$ cat src/common/cbs_pkg.sv
// ------------------------------------------------------------
// cbs_pkg
// ------------------------------------------------------------
// constants of the clock buffer smbus configuration bank
// assumes a single 250 mhz system clock
package cbs_pkg;

  // 7-bit smbus target address
  localparam logic [6:0] DEV_ADDR = 7'h6d;

  // byte indexes of the register bank
  localparam logic [7:0] OFS_OE = 8'h00;
  localparam logic [7:0] OFS_MODE = 8'h01;
  localparam logic [7:0] OFS_EDGE = 8'h02;
  localparam logic [7:0] OFS_FREQ = 8'h03;
  localparam logic [7:0] OFS_RSVD = 8'h04;
  localparam logic [7:0] OFS_REVID = 8'h05;
  localparam logic [7:0] OFS_PARTID = 8'h06;
  localparam logic [7:0] OFS_LEN = 8'h07;
  localparam logic [7:0] NUM_BYTES = 8'h08;

  // field positions
  localparam int OE1_BIT = 5;
  localparam int OE0_BIT = 3;
  localparam int LAT_HI_BIT = 7;
  localparam int LAT_LO_BIT = 6;
  localparam int SOFT_SEL_BIT = 5;
  localparam int SOFT_HI_BIT = 4;
  localparam int SOFT_LO_BIT = 3;
  localparam int AMP_HI_BIT = 1;
  localparam int AMP_LO_BIT = 0;
  localparam int EDGE1_BIT = 5;
  localparam int EDGE0_BIT = 3;
  localparam int FSEL_EN_BIT = 5;
  localparam int FSEL_HI_BIT = 4;
  localparam int FSEL_LO_BIT = 3;
  localparam int EDGE_FB_BIT = 0;
  localparam int LEN_W = 5;

  // reset values and writable masks
  localparam logic [7:0] RST_OE = 8'hff;
  localparam logic [7:0] RST_MODE = 8'h06;
  localparam logic [7:0] RST_EDGE = 8'hff;
  localparam logic [7:0] RST_FREQ = 8'h07;
  localparam logic [7:0] RST_RSVD = 8'hff;
  localparam logic [7:0] RST_LEN = 8'h08;
  localparam logic [7:0] MASK_OE = 8'h28;
  localparam logic [7:0] MASK_MODE = 8'h3b;
  localparam logic [7:0] MASK_EDGE = 8'h28;
  localparam logic [7:0] MASK_FREQ = 8'h39;
  localparam logic [7:0] MASK_LEN = 8'h1f;
  localparam logic [7:0] UNMAPPED_READ = 8'h00;

  // identity codes, values arbitrary
  localparam logic [3:0] REV_CODE = 4'h5;
  localparam logic [3:0] MAKER_CODE = 4'ha;
  localparam logic [1:0] FAMILY_CODE = 2'h1;
  localparam logic [5:0] PART_CODE = 6'h2a;

  // pin synchroniser
  localparam int SYNC_W = 6;
  localparam logic [5:0] SYNC_RST = 6'h0f;
  // clocks after reset release before the synchronised straps are valid
  localparam logic [1:0] STRAP_WAIT = 2'h2;

  // byte roles in a transfer
  localparam logic [1:0] ROLE_ADDR = 2'h0;
  localparam logic [1:0] ROLE_CMD = 2'h1;
  localparam logic [1:0] ROLE_CNT = 2'h2;
  localparam logic [1:0] ROLE_DATA = 2'h3;
  localparam logic [2:0] LAST_BIT = 3'h7;

  typedef enum logic [4:0] {
    ST_IDLE = 5'b00001,
    ST_RX = 5'b00010,
    ST_ACK = 5'b00100,
    ST_TX = 5'b01000,
    ST_HACK = 5'b10000
  } cbs_state_e;

  // reset value of each byte
  function automatic logic [7:0] cbs_rst_val(input logic [7:0] idx);
    unique case (idx)
      OFS_OE: cbs_rst_val = RST_OE;
      OFS_MODE: cbs_rst_val = RST_MODE;
      OFS_EDGE: cbs_rst_val = RST_EDGE;
      OFS_FREQ: cbs_rst_val = RST_FREQ;
      OFS_RSVD: cbs_rst_val = RST_RSVD;
      OFS_REVID: cbs_rst_val = {REV_CODE, MAKER_CODE};
      OFS_PARTID: cbs_rst_val = {FAMILY_CODE, PART_CODE};
      OFS_LEN: cbs_rst_val = RST_LEN;
      default: cbs_rst_val = UNMAPPED_READ;
    endcase
  endfunction

  // bits of each byte that the host may change
  function automatic logic [7:0] cbs_wmask(input logic [7:0] idx);
    unique case (idx)
      OFS_OE: cbs_wmask = MASK_OE;
      OFS_MODE: cbs_wmask = MASK_MODE;
      OFS_EDGE: cbs_wmask = MASK_EDGE;
      OFS_FREQ: cbs_wmask = MASK_FREQ;
      OFS_LEN: cbs_wmask = MASK_LEN;
      default: cbs_wmask = 8'h00;
    endcase
  endfunction

endpackage

$ cat src/core/cbs_regs.sv
// ------------------------------------------------------------
// cbs_regs
// ------------------------------------------------------------
// the eight configuration bytes, strap latch and read mux
// assumes synchronised mode straps and one write per cycle
`timescale 1ns/100ps
module cbs_regs (
  input wire logic clock_i,
  input wire logic rst_n_i,
  input wire logic [1:0] strap_i,
  input wire logic we_i,
  input wire logic [7:0] waddr_i,
  input wire logic [7:0] wdata_i,
  input wire logic [7:0] raddr_i,
  output logic [7:0] rdata_o,
  output logic [7:0] oe_byte_o,
  output logic [7:0] mode_byte_o,
  output logic [7:0] edge_byte_o,
  output logic [7:0] freq_byte_o,
  output logic [cbs_pkg::LEN_W-1:0] len_o
);
  import cbs_pkg::*;

  logic [7:0] store_q [8];
  logic [1:0] strap_q;
  logic strap_done_q;
  logic [1:0] strap_wait_q;
  logic [7:0] view [8];

  // one byte per index, reserved bits keep their defaults
  for (genvar i = 0; i < 8; i++) begin : g_byte
    localparam logic [7:0] IDX = 8'(i);
    always_ff @(posedge clock_i or negedge rst_n_i) begin
      if (!rst_n_i) begin
        store_q[i] <= cbs_rst_val(IDX);
      end else if (we_i && waddr_i == IDX) begin
        store_q[i] <= (store_q[i] & ~cbs_wmask(IDX)) |
                      (wdata_i & cbs_wmask(IDX));
      end
    end
    assign view[i] = (IDX == OFS_MODE) ?
      {strap_q, store_q[i][5:0]} : store_q[i];
  end

  // mode straps caught once the synchroniser shows the real pins,
  // earlier edges would only see its reset value
  always_ff @(posedge clock_i or negedge rst_n_i) begin
    if (!rst_n_i) begin
      strap_q <= 2'h0;
      strap_done_q <= 1'b0;
      strap_wait_q <= 2'h0;
    end else if (strap_wait_q != STRAP_WAIT) begin
      strap_wait_q <= strap_wait_q + 2'h1;
    end else if (!strap_done_q) begin
      strap_q <= strap_i;
      strap_done_q <= 1'b1;
    end
  end

  // read mux, out of range reads give a fixed value
  assign rdata_o = (raddr_i < NUM_BYTES) ? view[raddr_i[2:0]] :
                   UNMAPPED_READ;
  assign oe_byte_o = store_q[0];
  assign mode_byte_o = view[1];
  assign edge_byte_o = store_q[2];
  assign freq_byte_o = store_q[3];
  assign len_o = store_q[7][LEN_W-1:0];
endmodule

$ cat src/core/cbs_smbus_bank.sv
// ------------------------------------------------------------
// cbs_smbus_bank
// ------------------------------------------------------------
// smbus target with block read and write into the config bank
// assumes scl and sda pins sampled by the 250 mhz clock
//
// Contract
// - output forced low/low while its enable bit is zero
// - latched mode straps read back in mode byte bits 7:6
// - select bit picks strap mode or soft mode, resets to 0
// - soft mode bits stored, reset 0, used only when selected
// - two bit amplitude field, 0.6 to 0.9 v, resets to 10
// - per-output edge rate bits 5 and 3, 1 fast, reset 1
// - soft frequency enable bit, resets to 0
// - frequency choice bits act only while enable is 1
// - bit 0 of frequency byte is feedback edge rate, reset 1
// - byte four is reserved and reads all ones
// - byte five holds revision code and maker code
// - byte six holds family type and part code
// - five bit read length in byte seven, default 8
// - answers target address 1101101, eighth bit is direction
// - block write: address, index, count, data, each acked
// - block read: count then data, host nacks and stops
// - per-output enable bits 5 and 3 of byte zero, reset 1
`timescale 1ns/100ps
module cbs_smbus_bank (
  input wire logic clock_i,
  input wire logic rst_n_i,
  input wire logic scl_i,
  input wire logic sda_i,
  output logic sda_o,
  output logic sda_oe_o,
  input wire logic oe0_n_i,
  input wire logic oe1_n_i,
  input wire logic [1:0] mode_pin_i,
  output logic out0_run_o,
  output logic out1_run_o,
  output logic [1:0] loop_mode_o,
  output logic [1:0] amplitude_o,
  output logic edge_rate_out0_o,
  output logic edge_rate_out1_o,
  output logic edge_rate_feedback_o,
  output logic freq_soft_en_o,
  output logic [1:0] freq_choice_o
);
  import cbs_pkg::*;

  // ----------------------------------------------------------
  // pin synchronisers and bus edges
  // ----------------------------------------------------------

  logic [SYNC_W-1:0] pins_s;
  logic [1:0] strap_s;
  logic scl_s, sda_s, oe0_n_s, oe1_n_s;
  logic scl_p_q, sda_p_q, scl_rise, scl_fall, bus_start, bus_stop;

  cbs_sync #(
    .W(SYNC_W),
    .RST(SYNC_RST)
  ) u_sync (
    .clock_i(clock_i),
    .rst_n_i(rst_n_i),
    .pin_i({mode_pin_i, oe1_n_i, oe0_n_i, sda_i, scl_i}),
    .sync_o(pins_s)
  );

  // split the synchronised bundle
  assign scl_s = pins_s[0];
  assign sda_s = pins_s[1];
  assign oe0_n_s = pins_s[2];
  assign oe1_n_s = pins_s[3];
  assign strap_s = pins_s[5:4];

  // previous bus levels for edge detection
  always_ff @(posedge clock_i or negedge rst_n_i) begin
    if (!rst_n_i) begin
      scl_p_q <= 1'b1;
      sda_p_q <= 1'b1;
    end else begin
      scl_p_q <= scl_s;
      sda_p_q <= sda_s;
    end
  end

  // start and stop are sda edges while scl stays high
  assign scl_rise = scl_s & ~scl_p_q;
  assign scl_fall = ~scl_s & scl_p_q;
  assign bus_start = scl_s & scl_p_q & sda_p_q & ~sda_s;
  assign bus_stop = scl_s & scl_p_q & ~sda_p_q & sda_s;

  // ----------------------------------------------------------
  // protocol state
  // ----------------------------------------------------------

  cbs_state_e state_q, state_d;
  logic [2:0] bit_q, bit_d;
  logic [7:0] rx_q, rx_d, tx_q, tx_d;
  logic [1:0] role_q, role_d;
  logic [7:0] idx_q, idx_d, wleft_q, wleft_d;
  logic rd_q, rd_d, ack_q, ack_d, ackph_q, ackph_d, oe_d, reg_we;
  logic [7:0] rx_byte, len_byte, rdata;
  logic [7:0] oe_byte, mode_byte, edge_byte, freq_byte;
  logic [LEN_W-1:0] len;
  logic byte_done, addr_hit;

  // byte assembly and address decode
  assign rx_byte = {rx_q[6:0], sda_s};
  assign byte_done = scl_rise && (bit_q == LAST_BIT);
  assign addr_hit = (rx_byte[7:1] == DEV_ADDR);
  assign len_byte = {{(8 - LEN_W){1'b0}}, len};

  // next state of the byte engine
  always_comb begin
    state_d = state_q;
    bit_d = bit_q;
    rx_d = rx_q;
    tx_d = tx_q;
    role_d = role_q;
    idx_d = idx_q;
    wleft_d = wleft_q;
    rd_d = rd_q;
    ack_d = ack_q;
    ackph_d = ackph_q;
    oe_d = sda_oe_o;
    reg_we = 1'b0;
    if (bus_start) begin
      state_d = ST_RX;
      bit_d = 3'h0;
      role_d = ROLE_ADDR;
      ackph_d = 1'b0;
      oe_d = 1'b0;
    end else if (bus_stop) begin
      state_d = ST_IDLE;
      ackph_d = 1'b0;
      oe_d = 1'b0;
    end else begin
      unique case (state_q)
        ST_IDLE: oe_d = 1'b0;
        ST_RX: begin
          if (scl_rise) begin
            rx_d = rx_byte;
            bit_d = bit_q + 3'h1;
          end
          if (byte_done) begin
            state_d = ST_ACK;
            ack_d = 1'b1;
            unique case (role_q)
              ROLE_ADDR: begin
                ack_d = addr_hit;
                rd_d = rx_byte[0];
                role_d = ROLE_CMD;
              end
              ROLE_CMD: begin
                idx_d = rx_byte;
                role_d = ROLE_CNT;
              end
              ROLE_CNT: begin
                wleft_d = rx_byte;
                role_d = ROLE_DATA;
              end
              ROLE_DATA: begin
                if (wleft_q != 8'h00) begin
                  reg_we = 1'b1;
                  idx_d = idx_q + 8'h01;
                  wleft_d = wleft_q - 8'h01;
                end
              end
            endcase
          end
        end
        ST_ACK: begin
          if (scl_fall && !ackph_q) begin
            // pull sda low for the acknowledge clock
            oe_d = ack_q;
            ackph_d = ack_q;
            if (!ack_q) state_d = ST_IDLE;
          end else if (scl_fall) begin
            ackph_d = 1'b0;
            bit_d = 3'h0;
            if (rd_q) begin
              // read: count byte goes out first
              state_d = ST_TX;
              oe_d = ~len_byte[7];
              tx_d = {len_byte[6:0], 1'b0};
            end else begin
              state_d = ST_RX;
              oe_d = 1'b0;
            end
          end
        end
        ST_TX: begin
          if (scl_rise) begin
            bit_d = bit_q + 3'h1;
            if (bit_q == LAST_BIT) state_d = ST_HACK;
          end else if (scl_fall) begin
            oe_d = ~tx_q[7];
            tx_d = {tx_q[6:0], 1'b0};
          end
        end
        ST_HACK: begin
          if (scl_fall) begin
            oe_d = 1'b0;
          end else if (scl_rise) begin
            bit_d = 3'h0;
            if (!sda_s) begin
              state_d = ST_TX;
              tx_d = rdata;
              idx_d = idx_q + 8'h01;
            end else begin
              state_d = ST_IDLE;
            end
          end
        end
        default: begin
          state_d = ST_IDLE;
          oe_d = 1'b0;
        end
      endcase
    end
  end

  // protocol registers
  always_ff @(posedge clock_i or negedge rst_n_i) begin
    if (!rst_n_i) begin
      state_q <= ST_IDLE;
      bit_q <= 3'h0;
      rx_q <= 8'h00;
      tx_q <= 8'h00;
      role_q <= ROLE_ADDR;
      idx_q <= 8'h00;
      wleft_q <= 8'h00;
      rd_q <= 1'b0;
      ack_q <= 1'b0;
      ackph_q <= 1'b0;
      sda_oe_o <= 1'b0;
      sda_o <= 1'b0;
    end else begin
      state_q <= state_d;
      bit_q <= bit_d;
      rx_q <= rx_d;
      tx_q <= tx_d;
      role_q <= role_d;
      idx_q <= idx_d;
      wleft_q <= wleft_d;
      rd_q <= rd_d;
      ack_q <= ack_d;
      ackph_q <= ackph_d;
      sda_oe_o <= oe_d;
      sda_o <= 1'b0;
    end
  end

  // ----------------------------------------------------------
  // register bank
  // ----------------------------------------------------------

  cbs_regs u_regs (
    .clock_i(clock_i),
    .rst_n_i(rst_n_i),
    .strap_i(strap_s),
    .we_i(reg_we),
    .waddr_i(idx_q),
    .wdata_i(rx_byte),
    .raddr_i(idx_q),
    .rdata_o(rdata),
    .oe_byte_o(oe_byte),
    .mode_byte_o(mode_byte),
    .edge_byte_o(edge_byte),
    .freq_byte_o(freq_byte),
    .len_o(len)
  );

  // ----------------------------------------------------------
  // control outputs
  // ----------------------------------------------------------

  logic run0, run1;
  logic [1:0] mode_eff, freq_eff;

  // register enable low overrides the pin enable
  assign run0 = oe_byte[OE0_BIT] & ~oe0_n_s;
  assign run1 = oe_byte[OE1_BIT] & ~oe1_n_s;
  assign mode_eff = mode_byte[SOFT_SEL_BIT] ?
    {mode_byte[SOFT_HI_BIT], mode_byte[SOFT_LO_BIT]} :
    {mode_byte[LAT_HI_BIT], mode_byte[LAT_LO_BIT]};
  assign freq_eff = freq_byte[FSEL_EN_BIT] ?
    {freq_byte[FSEL_HI_BIT], freq_byte[FSEL_LO_BIT]} :
    2'h0;

  // every control output is a flip-flop
  always_ff @(posedge clock_i or negedge rst_n_i) begin
    if (!rst_n_i) begin
      out0_run_o <= 1'b0;
      out1_run_o <= 1'b0;
      loop_mode_o <= 2'h0;
      amplitude_o <= RST_MODE[1:0];
      edge_rate_out0_o <= 1'b1;
      edge_rate_out1_o <= 1'b1;
      edge_rate_feedback_o <= 1'b1;
      freq_soft_en_o <= 1'b0;
      freq_choice_o <= 2'h0;
    end else begin
      out0_run_o <= run0;
      out1_run_o <= run1;
      loop_mode_o <= mode_eff;
      amplitude_o <= mode_byte[AMP_HI_BIT:AMP_LO_BIT];
      edge_rate_out0_o <= edge_byte[EDGE0_BIT];
      edge_rate_out1_o <= edge_byte[EDGE1_BIT];
      edge_rate_feedback_o <= freq_byte[EDGE_FB_BIT];
      freq_soft_en_o <= freq_byte[FSEL_EN_BIT];
      freq_choice_o <= freq_eff;
    end
  end
endmodule

$ cat src/core/cbs_sync.sv
// ------------------------------------------------------------
// cbs_sync
// ------------------------------------------------------------
// two flip-flop synchroniser for a bundle of pins
// assumes each bit is an independent level
`timescale 1ns/100ps
module cbs_sync #(
  parameter int W = 1,
  parameter logic [W-1:0] RST = '0
) (
  input wire logic clock_i,
  input wire logic rst_n_i,
  input wire logic [W-1:0] pin_i,
  output logic [W-1:0] sync_o
);

  logic [W-1:0] meta_q;

  // first stage feeds only the second stage
  always_ff @(posedge clock_i or negedge rst_n_i) begin
    if (!rst_n_i) begin
      meta_q <= RST;
      sync_o <= RST;
    end else begin
      meta_q <= pin_i;
      sync_o <= meta_q;
    end
  end

endmodule

$ cat config.mk
export PLATFORM = sky130hd
export DESIGN_NAME = cbs_smbus_bank
export DESIGN_NICKNAME = d
export VERILOG_FILES = /design/src/common/cbs_pkg.sv /design/src/core/cbs_regs.sv /design/src/core/cbs_smbus_bank.sv /design/src/core/cbs_sync.sv
export SDC_FILE = /design/constraint.sdc
export NUM_CORES = 1
export LEC_CHECK = 0
export ABC_AREA = 0
export CORE_MARGIN = 1.5
export CORE_UTILIZATION = 30
export CTS_CLUSTER_DIAMETER = 40
export DETAILED_ROUTE_END_ITERATION = 8
export DONT_BUFFER_PORTS = 1
export REMOVE_ABC_BUFFERS = 1
export SYNTH_ARGS = -nofsm -noshare
export SYNTH_HDL_FRONTEND = slang
export SYNTH_HIERARCHICAL = 1
export SYNTH_SLANG_ARGS = --single-unit
export TNS_END_PERCENT = 50
$ cat constraint.sdc
create_clock -name clock_i -period 7.1 [get_ports clock_i]
set_clock_uncertainty 0.05 [all_clocks]
set_input_delay 0.71 -clock clock_i [delete_from_list [all_inputs] [get_ports clock_i]]
set_output_delay 0.71 -clock clock_i [all_outputs]
set_load 0.02 [all_outputs]
==> run_results.csv, run 1 <==
group,metric,value,unit
timing,max_slew.worst_pin.slew,1.03,ns
logic_synthesis,yosys_warnings,6,
global_route,grt_pass1_wl,17.0,mm
floorplanning,die_area,0.0167,sq mm
logic_synthesis,netlist_area,0.00477,sq mm
worst_hold_path,hold_path_class,"in2async",
global_route,antenna_found_initial,0,
timing,hold_viol,0,
critical_path,cp-end-kind,"register",
routing,drcViolationCount,0,
critical_path,crit_arrival,3.30,ns
clock_network,clock-sinks,94,
routing,via_per_inst,5.25,
logic_synthesis,synthCells,450,
timing,finalMaxSlewViolations,0,
power,peakVddDrop,0.101,mV
timing,fin_setup_tns,0,ns
routing,drt_iter0_drc,271,
finish,fill_cells,1505,
power,power_density,210,mW/mm^2
critical_path,setup.worst_path.start_class,"register",
finish,fin_util,34.5,%
place,routabilityCongestion,0.829,
routing,wl,10.7,mm
routing,vias,3468,
timing,max_freq,320,MHz
job,maxCapViolations,0,
timing,period_minus_slack,3.13,ns
clock_network,root_buffer,"clkbuf_16",
clock_network,cts_buffers,9,
timing,setup_viol,0,
logic_synthesis,avgSynthCellArea,10.6,sq um
global_route,gr-total-overflow,0,
global_route,grt_pass1_vias,3340,
power,leakage,0.00218,uW
routing,drtPass1Iterations,5,
floorplanning,num_rows,45,
finish,regArea,0.00238,sq mm
clock_network,cts_tree,"yes",
clock_network,clk_latency,0.34,ns
finish,antenna_cells,0,
finish,multi_input_area,0.00220,sq mm
timing,relSlewSlack,31.1,%
floorplanning,initial_core_util,31.0,%
place,portBuffers,0,
status,status,"finished clean",
floorplanning,io_pins,22,
timing,holdWs,0.0245,ns
clock_network,h-tree-depth,3,
power,total_power,1120,uW
clock_network,cts.reportedPaths.clkPinSlew,0.06,ns
global_route,grt_max_degree,95,
finish,layout-drive-gt1-share,20.0,%
routing,wl_per_cell,16.2,microns
routing,drtAntennaViolNets,0,
global_route,grt_util_all_layers,13.2,%
place,hpwl,7.22,mm
timing,min_period_over_period,44.1,%
floorplanning,core,0.0154,sq mm
critical_path,critPathKind,"reg2reg",
clock_network,clk_path_buf_depth,2,
finish,synthToLayoutAreaGrowth,11.4,%
finish,fin_nets,464,
timing,grt_setup_unrepaired,"false",
floorplanning,die_h,129,microns
critical_path,critPathRequiredTime,7.28,ns
floorplanning,die_x,129,microns
critical_path,cp_max_fo,12,
==> cell type report <==
type | instances | share of cell area (%)
clock buffer | 11 | 4.76
inverter | 23 | 1.63
sequential | 94 | 44.8
multi-input combinational | 315 | 41.5
tap | 211 | 4.97
clock inverter | 5 | 1.65
timing repair buffer | 2 | 0.660
==> critical path, stage by stage, from the launching register on <==
cell,delay (ns)
dfrtp_1,0.50
or4b_4,0.60
nor3b_4,0.41
and3_1,0.27
nor3b_1,0.48
nand4b_1,0.33
mux2_2,0.37
==> per-stage QoR <==
step / worst slack, ns / std cells / area, sq um
after floorplan: 4.46 / 432 / 4670
after global placement: 4.09 / 644 / 4940
after CTS: 4.02 / 660 / 5280
after global routing: 3.80 / 661 / 5310
final: 3.97 / 661 / 5310
after detailed placement: 4.01 / 644 / 4940
==> registers in the layout (all words and copies together), names as in the netlist, 3 cells and up <==
signal and flops:
bit_q 3, idx_q 8, rx_q 7, state_q 5, tx_q 8, u_regs/freq_byte_o 4
u_regs/len_o 5, u_regs/mode_byte_o 5, u_sync/meta_q 6, u_sync/sync_o 6, wleft_q 8
==> metal layers <==
layer / vias to the layer above / GRT usage [%] / part of all wire (%)
met5: - / 0 / 0
met4: 0 / 5.29 / 2.0
met3: 16 / 2.73 / 4.0
met2: 86 / 21.3 / 47
met1: 1724 / 17.3 / 47
li1: 1642 / - / -
==> what timing repair did <==
item / in CTS / in global routing
endpoints found under the hold margin: 0 / 35
gates resized for setup: 0 / 0
buffers inserted: 0 / 0
hold buffers: 0 / 1
==> where the power goes <==
group	leakage, uW	switching, uW	internal, uW
clock	0.000164	207	332
sequential	0.00121	8.29	545
combinational	0.000814	14.9	9.92
==> cell usage in the layout (no fill, tap or decap), types with 3 or more instances in the layout <==
master     count
nor4_1         3
mux2i_1       13
xnor2_1        3
dfstp_2       22
ha_1          11
or2_2         10
a22o_1         5
dfrtp_1       72
a21oi_1       25
and3_1         3
o31ai_1        3
nand4b_1       3
nor2b_1        9
inv_1         23
a221oi_1       3
nor2_1        26
nand4_1        4
nor3b_1        8
nor3_1         9
nand2_1       40
a222oi_1       4
nand2b_1       4
o22ai_1        4
nand3_1        7
a22oi_1        4
o21ai_0       35
clkbuf_16      9
mux2_2        28
==> worst paths after layout <==
path                                   from               endpoint  slack, ns  depth (start not counted)
max                              state_q[3]  u_regs/mode_byte_o[4]       3.97                          6
min                                 rst_n_i              role_q[1]       0.02                          0
max reg2reg                      state_q[3]  u_regs/mode_byte_o[4]       3.97                          6
min reg2reg                u_sync/meta_q[4]       u_sync/sync_o[4]       0.30                          0
max in group asynchronous           rst_n_i  u_regs/freq_byte_o[5]       6.65                          1
min in group clock_i       u_sync/meta_q[4]       u_sync/sync_o[4]       0.30                          0
Note: power is estimated with default switching activity, not from simulation.
==> run 2: changes to the inputs <==
==> constraint.sdc (replaced) <==
create_clock -name clock_i -period 2.6 [get_ports clock_i]
set_clock_uncertainty 0.05 [all_clocks]
set_input_delay 0.26 -clock clock_i [delete_from_list [all_inputs] [get_ports clock_i]]
set_output_delay 0.26 -clock clock_i [all_outputs]
set_load 0.02 [all_outputs]
==> run 2 against run 1 <==
  * Cell count is 3.6% higher
  * Via count stayed put
  * Setup slack worse by 3.9 ns
  * Maximum frequency is 25% higher
==> run_results.csv, run 2 (synthesis results as in run 1) <==
group,metric,value,unit
power,pwr-share-comb,3.4,%
finish,synthToLayoutAreaGrowth,15.5,%
clock_network,h-tree-depth,3,
global_route,antenna_found_initial,0,
routing,drcViolationCount,0,
place,dp.cells,660,
finish,antenna_cells,0,
place,portBuffers,0,
critical_path,rr_worst_depth,7,
finish,final_area,0.00550,sq mm
worst_hold_path,worstHoldStart,"u_sync/meta_q[5]",
power,switching_share,23.1,%
routing,via_per_inst,5.06,
floorplanning,die_h,129,microns
floorplanning,initial_core_util,31.0,%
clock_network,cts.reportedPaths.clkPinSlew,0.07,ns
floorplanning,core,0.0154,sq mm
timing,setup_viol,0,
finish,fill_cells,1496,
finish,top_regs,"idx_q x8, tx_q x8, wleft_q x8",
floorplanning,num_rows,45,
power,power_density,542,mW/mm^2
finish,mostFrequentLayoutCells,"dfrtp_1 (72), nand2_1 (40), o21ai_0 (35)",
critical_path,critPathRequiredTime,2.78,ns
critical_path,crit_arrival,2.67,ns
timing,max_slew.worst_pin.slew,0.708,ns
finish,fin_nets,488,
power,p_sw,688,uW
clock_network,cts_buffers,9,
clock_network,root_buffer,"clkbuf_16",
finish,fin_util,35.8,%
power,clockPowerShare,46.2,%
worst_hold_path,min_path_cells,0,
floorplanning,die_area,0.0167,sq mm
global_route,grt_pass1_vias,3393,
finish,final-instance-count-excl-fill,685,
critical_path,critPathMaxStageDelay,0.57,ns
routing,drtAntennaViolNets,0,
critical_path,r2r-start,"state_q[2]",
critical_path,setup.worst_path.start_class,"register",
place,place_area,0.00506,sq mm
global_route,grt_pass1_wl,17.3,mm
critical_path,r2r_slack,0.11,ns
finish,layout-drive-gt1-share,23.4,%
timing,min_period_over_period,95.9,%
timing,max_freq,401,MHz
clock_network,clock-sinks,94,
timing,finalMaxSlewViolations,0,
critical_path,cp_cell_sequence,"or4b_4, nor3b_4, and3_4, nor3b_2, buf_4, nand4_1, mux2_4",
power,total_power,2980,uW
timing,hold_viol,0,
floorplanning,io_pins,22,
timing,period_minus_slack,2.49,ns
routing,drtPass1Iterations,4,
place,routabilityCongestion,0.853,
clock_network,clk_latency,0.34,ns
critical_path,cp_max_fo,4,
routing,wl,10.6,mm
routing,drt_iter0_drc,207,
critical_path,cp-end-kind,"register",
clock_network,cts_tree,"yes",
critical_path,critPathKind,"reg2reg",
worst_hold_path,min_to,"u_sync/sync_o[5]",
power,p_int,2290,uW
routing,vias,3468,
job,maxCapViolations,0,
power,leakage,0.00230,uW
global_route,gr-total-overflow,0,
power,seqPwrFrac,50.4,%
global_route,grt_util_all_layers,13.2,%
finish,final_common_cell,"dfrtp_1",
power,peakVddDrop,0.247,mV
critical_path,reg2reg_to,"u_regs/freq_byte_o[5]",
place,hpwl,7.43,mm
floorplanning,die_x,129,microns
status,status,"finished clean",
clock_network,clk_path_buf_depth,2,
routing,wl_per_cell,15.4,microns
critical_path,crit_path_top_delay_cell,"or4b_4",
timing,relSlewSlack,52.8,%
worst_hold_path,hold_path_class,"reg2reg",
global_route,grt_max_degree,95,
==> run 2: cell types whose count changed in the layout (fill, tap and decap cells not counted), sizes merged <==
cell         delta
bufinv          -1
clkbuf          -2
buf            +17
inv             +1
clkinv          +3
clkinvlp        -1
dlygate4sd3     +7
==> run 2: power groups by stage <==
stage | Combinational, uW | Sequential [uW] | Clock [uW]
detailed placement | 59.3 | 1530 | 0
finish | 101 | 1500 | 1380
CTS | 103 | 1500 | 1410
global route | 113 | 1510 | 1470
global placement | 59.0 | 1530 | 0
floorplan | 43.0 | 1530 | 0
==> run 2: layer usage <==
layer  part of all wire (%)  vias to the layer above  global-route usage, %
met5                      0                        -                      0
met4                    1.7                        0                   4.63
li1                       -                     1681                      -
met3                    4.0                       11                   2.68
met1                     48                     1699                   17.9
met2                     47                       77                   21.0
==> run 2: critical path: cells and delay by family, from the launching register on <==
family | cells | cell delay [ns]
muxes | 1 | 0.40
buffers and inverters | 1 | 0.15
DFF | 1 | 0.38
and+or+nand+nor | 5 | 1.40
==> run 2: worst max-delay path by stage <==
stage / from / to / slack (ns) / cells past startpoint
after floorplan: state_q[3] / u_regs/mode_byte_o[0] / -0.04 / 6
after detailed placement: state_q[2] / u_regs/mode_byte_o[3] / 0.09 / 7
after CTS: bit_q[0] / u_regs/mode_byte_o[3] / 0.06 / 9
final: state_q[2] / u_regs/freq_byte_o[5] / 0.11 / 7
after global placement: state_q[2] / u_regs/mode_byte_o[4] / 0.12 / 7
after global routing: bit_q[0] / u_regs/freq_byte_o[5] / -0.02 / 9
==> run 2: metrics by stage <==
stage	hold WS [ns]	TNS, ns	setup WS [ns]
floorplan	-0.0856	-0.195	-0.0366
global placement	-0.0810	0	0.119
detailed placement	-0.0799	0	0.0911
CTS	0.302	0	0.0621
global route	0.310	-0.0171	-0.0171
finish	0.301	0	0.107
==> run 2: repair_timing <==
item	in CTS	in global routing
endpoints found under the setup margin	0	8
gates resized for setup	0	6
setup buffers	0	1
hold endpoints to repair	100	0
hold buffers	8	0
==> run 2: area by class of cell <==
cell class                      instances  area, sq um  share of cell area (%)
Clock buffer                            9          225                    4.09
Clock inverter                          7         90.1                    1.64
Inverter                               23         86.3                    1.57
Multi-Input combinational cell        315         2220                    40.4
Sequential cell                        94         2380                    43.2
Tap cell                              211          264                    4.80
Timing Repair Buffer                   26          233                    4.23
==> run 3: changes to the inputs <==
--- a/config.mk
+++ b/config.mk
@@ -6,9 +6,11 @@
 export NUM_CORES = 1
 export LEC_CHECK = 0
 export ABC_AREA = 0
+export CORE_ASPECT_RATIO = 1.1
 export CORE_MARGIN = 1.5
 export CORE_UTILIZATION = 30
 export CTS_CLUSTER_DIAMETER = 40
+export CTS_CLUSTER_SIZE = 12
 export DETAILED_ROUTE_END_ITERATION = 8
 export DONT_BUFFER_PORTS = 1
 export REMOVE_ABC_BUFFERS = 1
==> run 3 against run 2 <==
  * Total power decreased by 3.5%
  * Combinational power about the same
  * Critical path depth unchanged
  * First-iteration DRC count increased by 76%
  * Non-clock buffer count decreased by 1
  * Clock power decreased by 8%
  * Maximum frequency decreased by 2.6%
==> run_results.csv, run 3 (synthesis results as in run 1) <==
group,metric,value,unit
finish,fill_cells,1569,
critical_path,critPathKind,"reg2reg",
timing,hold_viol,0,
critical_path,crit_path_top_delay_cell,"or4b_4",
global_route,antenna_found_initial,0,
routing,vias,3574,
finish,regArea,0.00238,sq mm
routing,drcViolationCount,0,
global_route,grt_util_all_layers,14.0,%
timing,fin_setup_tns,0,ns
floorplanning,io_pins,22,
global_route,grt_max_degree,95,
place,routabilityCongestion,0.861,
routing,wl_per_cell,16.1,microns
finish,layout-drive-gt1-share,23.0,%
floorplanning,die_area,0.0167,sq mm
timing,relSlewSlack,51.9,%
critical_path,crit_arrival,2.74,ns
routing,wl,10.8,mm
place,dp.cells,649,
finish,antenna_cells,0,
floorplanning,initial_core_util,30.5,%
critical_path,cp_max_fo,5,
critical_path,critPathMaxStageDelay,0.58,ns
clock_network,clk_latency,0.36,ns
clock_network,cts.reportedPaths.clkPinSlew,0.07,ns
finish,top_regs,"idx_q x8, tx_q x8, wleft_q x8",
global_route,grt_pass1_vias,3592,
timing,setup_viol,0,
finish,synthToLayoutAreaGrowth,14.2,%
floorplanning,num_rows,48,
job,maxCapViolations,0,
place,hpwl,7.38,mm
power,leakage,0.00227,uW
clock_network,root_buffer,"clkbuf_16",
finish,multi_input_area,0.00222,sq mm
finish,mostFrequentLayoutCells,"dfrtp_1 (72), nand2_1 (40), o21ai_0 (35)",
timing,max_slew.worst_pin.slew,0.722,ns
floorplanning,die_x,123,microns
clock_network,cts_tree,"yes",
timing,min_period_over_period,98.4,%
power,peakVddDrop,0.315,mV
critical_path,critPathRequiredTime,2.78,ns
clock_network,clock-sinks,94,
clock_network,clk_path_buf_depth,2,
timing,finalMaxSlewViolations,0,
critical_path,critPathTopFamily,"simple AND/OR/NAND/NOR gates",
floorplanning,die_h,135,microns
worst_hold_path,hold_path_class,"reg2reg",
place,portBuffers,0,
power,total_power,2880,uW
global_route,gr-total-overflow,0,
floorplanning,core,0.0156,sq mm
finish,final_common_cell,"dfrtp_1",
clock_network,h-tree-depth,3,
timing,period_minus_slack,2.56,ns
routing,via_per_inst,5.31,
finish,fin_nets,487,
timing,grt_setup_unrepaired,"true",
routing,drt_iter0_drc,365,
critical_path,setup.worst_path.start_class,"register",
finish,final-instance-count-excl-fill,673,
critical_path,crit_buf_inv,1,
timing,max_freq,391,MHz
routing,drtPass1Iterations,5,
status,status,"finished clean",
critical_path,cp_cell_sequence,"or4b_4, nor3b_4, and3_4, nor3b_2, buf_4, nand4b_1, mux2_4",
global_route,grt_pass1_wl,18.2,mm
critical_path,cp-end-kind,"register",
routing,drtAntennaViolNets,0,
power,power_density,528,mW/mm^2
clock_network,cts_buffers,9,
run 3: timing repair:
action                                  CTS  global route
endpoints found under the setup margin    0            11
setup buffers                             0             0
hold buffers                              8             0
endpoints found under the hold margin   100             0
resized for setup                         0             5
run 3: layer usage:
layer  routed length (microns)  vias up  part of all wire (%)  track usage [%]
li1                          -     1679                     -                -
met1                      4690     1773                    43             17.7
met2                      5390      104                    50             22.7
met3                       560       18                   5.2             4.17
met4                       186        0                   1.7             4.92
met5                         0        -                     0                0
run 3: area by class of cell:
type                    instances  area share (%)
clock buffers                  11            4.46
clock inverters                 5           0.712
inverters                      23            1.59
multi-input cells             315            40.8
flip-flops and latches         94            43.7
well taps                     200            4.60
repair buffers                 25            4.14
run 3: stage by stage:
step	utilization (%)	cell area, sq um	hold WS, ns	setup slack [ns]
after global placement	32.3	5050	-0.0829	0.139
after CTS	34.8	5430	0.306	0.0104
final	34.9	5440	0.301	0.0412
after floorplan	-	4670	-0.0856	-0.0366
after detailed placement	32.3	5050	-0.0831	0.0385
after global routing	34.9	5440	0.310	-0.0795
run 3: report_power, final:
part | internal, uW | total, uW | leakage [uW] | switching [uW]
clock | 684 | 1270 | 0.000137 | 586
sequential | 1490 | 1500 | 0.00121 | 17.3
combinational | 36.3 | 103 | 0.000927 | 66.9
total | 2210 | 2880 | 0.00227 | 670
run 3: path summary, 6_finish.rpt:
| path | start | end | slack (ns) | cells after the start |
|---|---|---|---|---|
| worst max-delay path | state_q[2] | u_regs/mode_byte_o[0] | 0.04 | 7 |
| worst max register to register | state_q[2] | u_regs/mode_byte_o[0] | 0.04 | 7 |
| worst min register to register | u_sync/meta_q[5] | u_sync/sync_o[5] | 0.30 | 0 |
| min in group asynchronous | rst_n_i | freq_choice_o[1] | 0.45 | 2 |
| worst min-delay path | u_sync/meta_q[5] | u_sync/sync_o[5] | 0.30 | 0 |
| max in group asynchronous | rst_n_i | u_sync/meta_q[0] | 1.65 | 2 |
run 3: worst register-to-register path: stages (launching register included):
cell      delay (ns)
dfrtp_1         0.39
or4b_4          0.58
nor3b_4         0.23
and3_4          0.23
nor3b_2         0.15
buf_4           0.14
nand4b_1        0.28
mux2_4          0.40
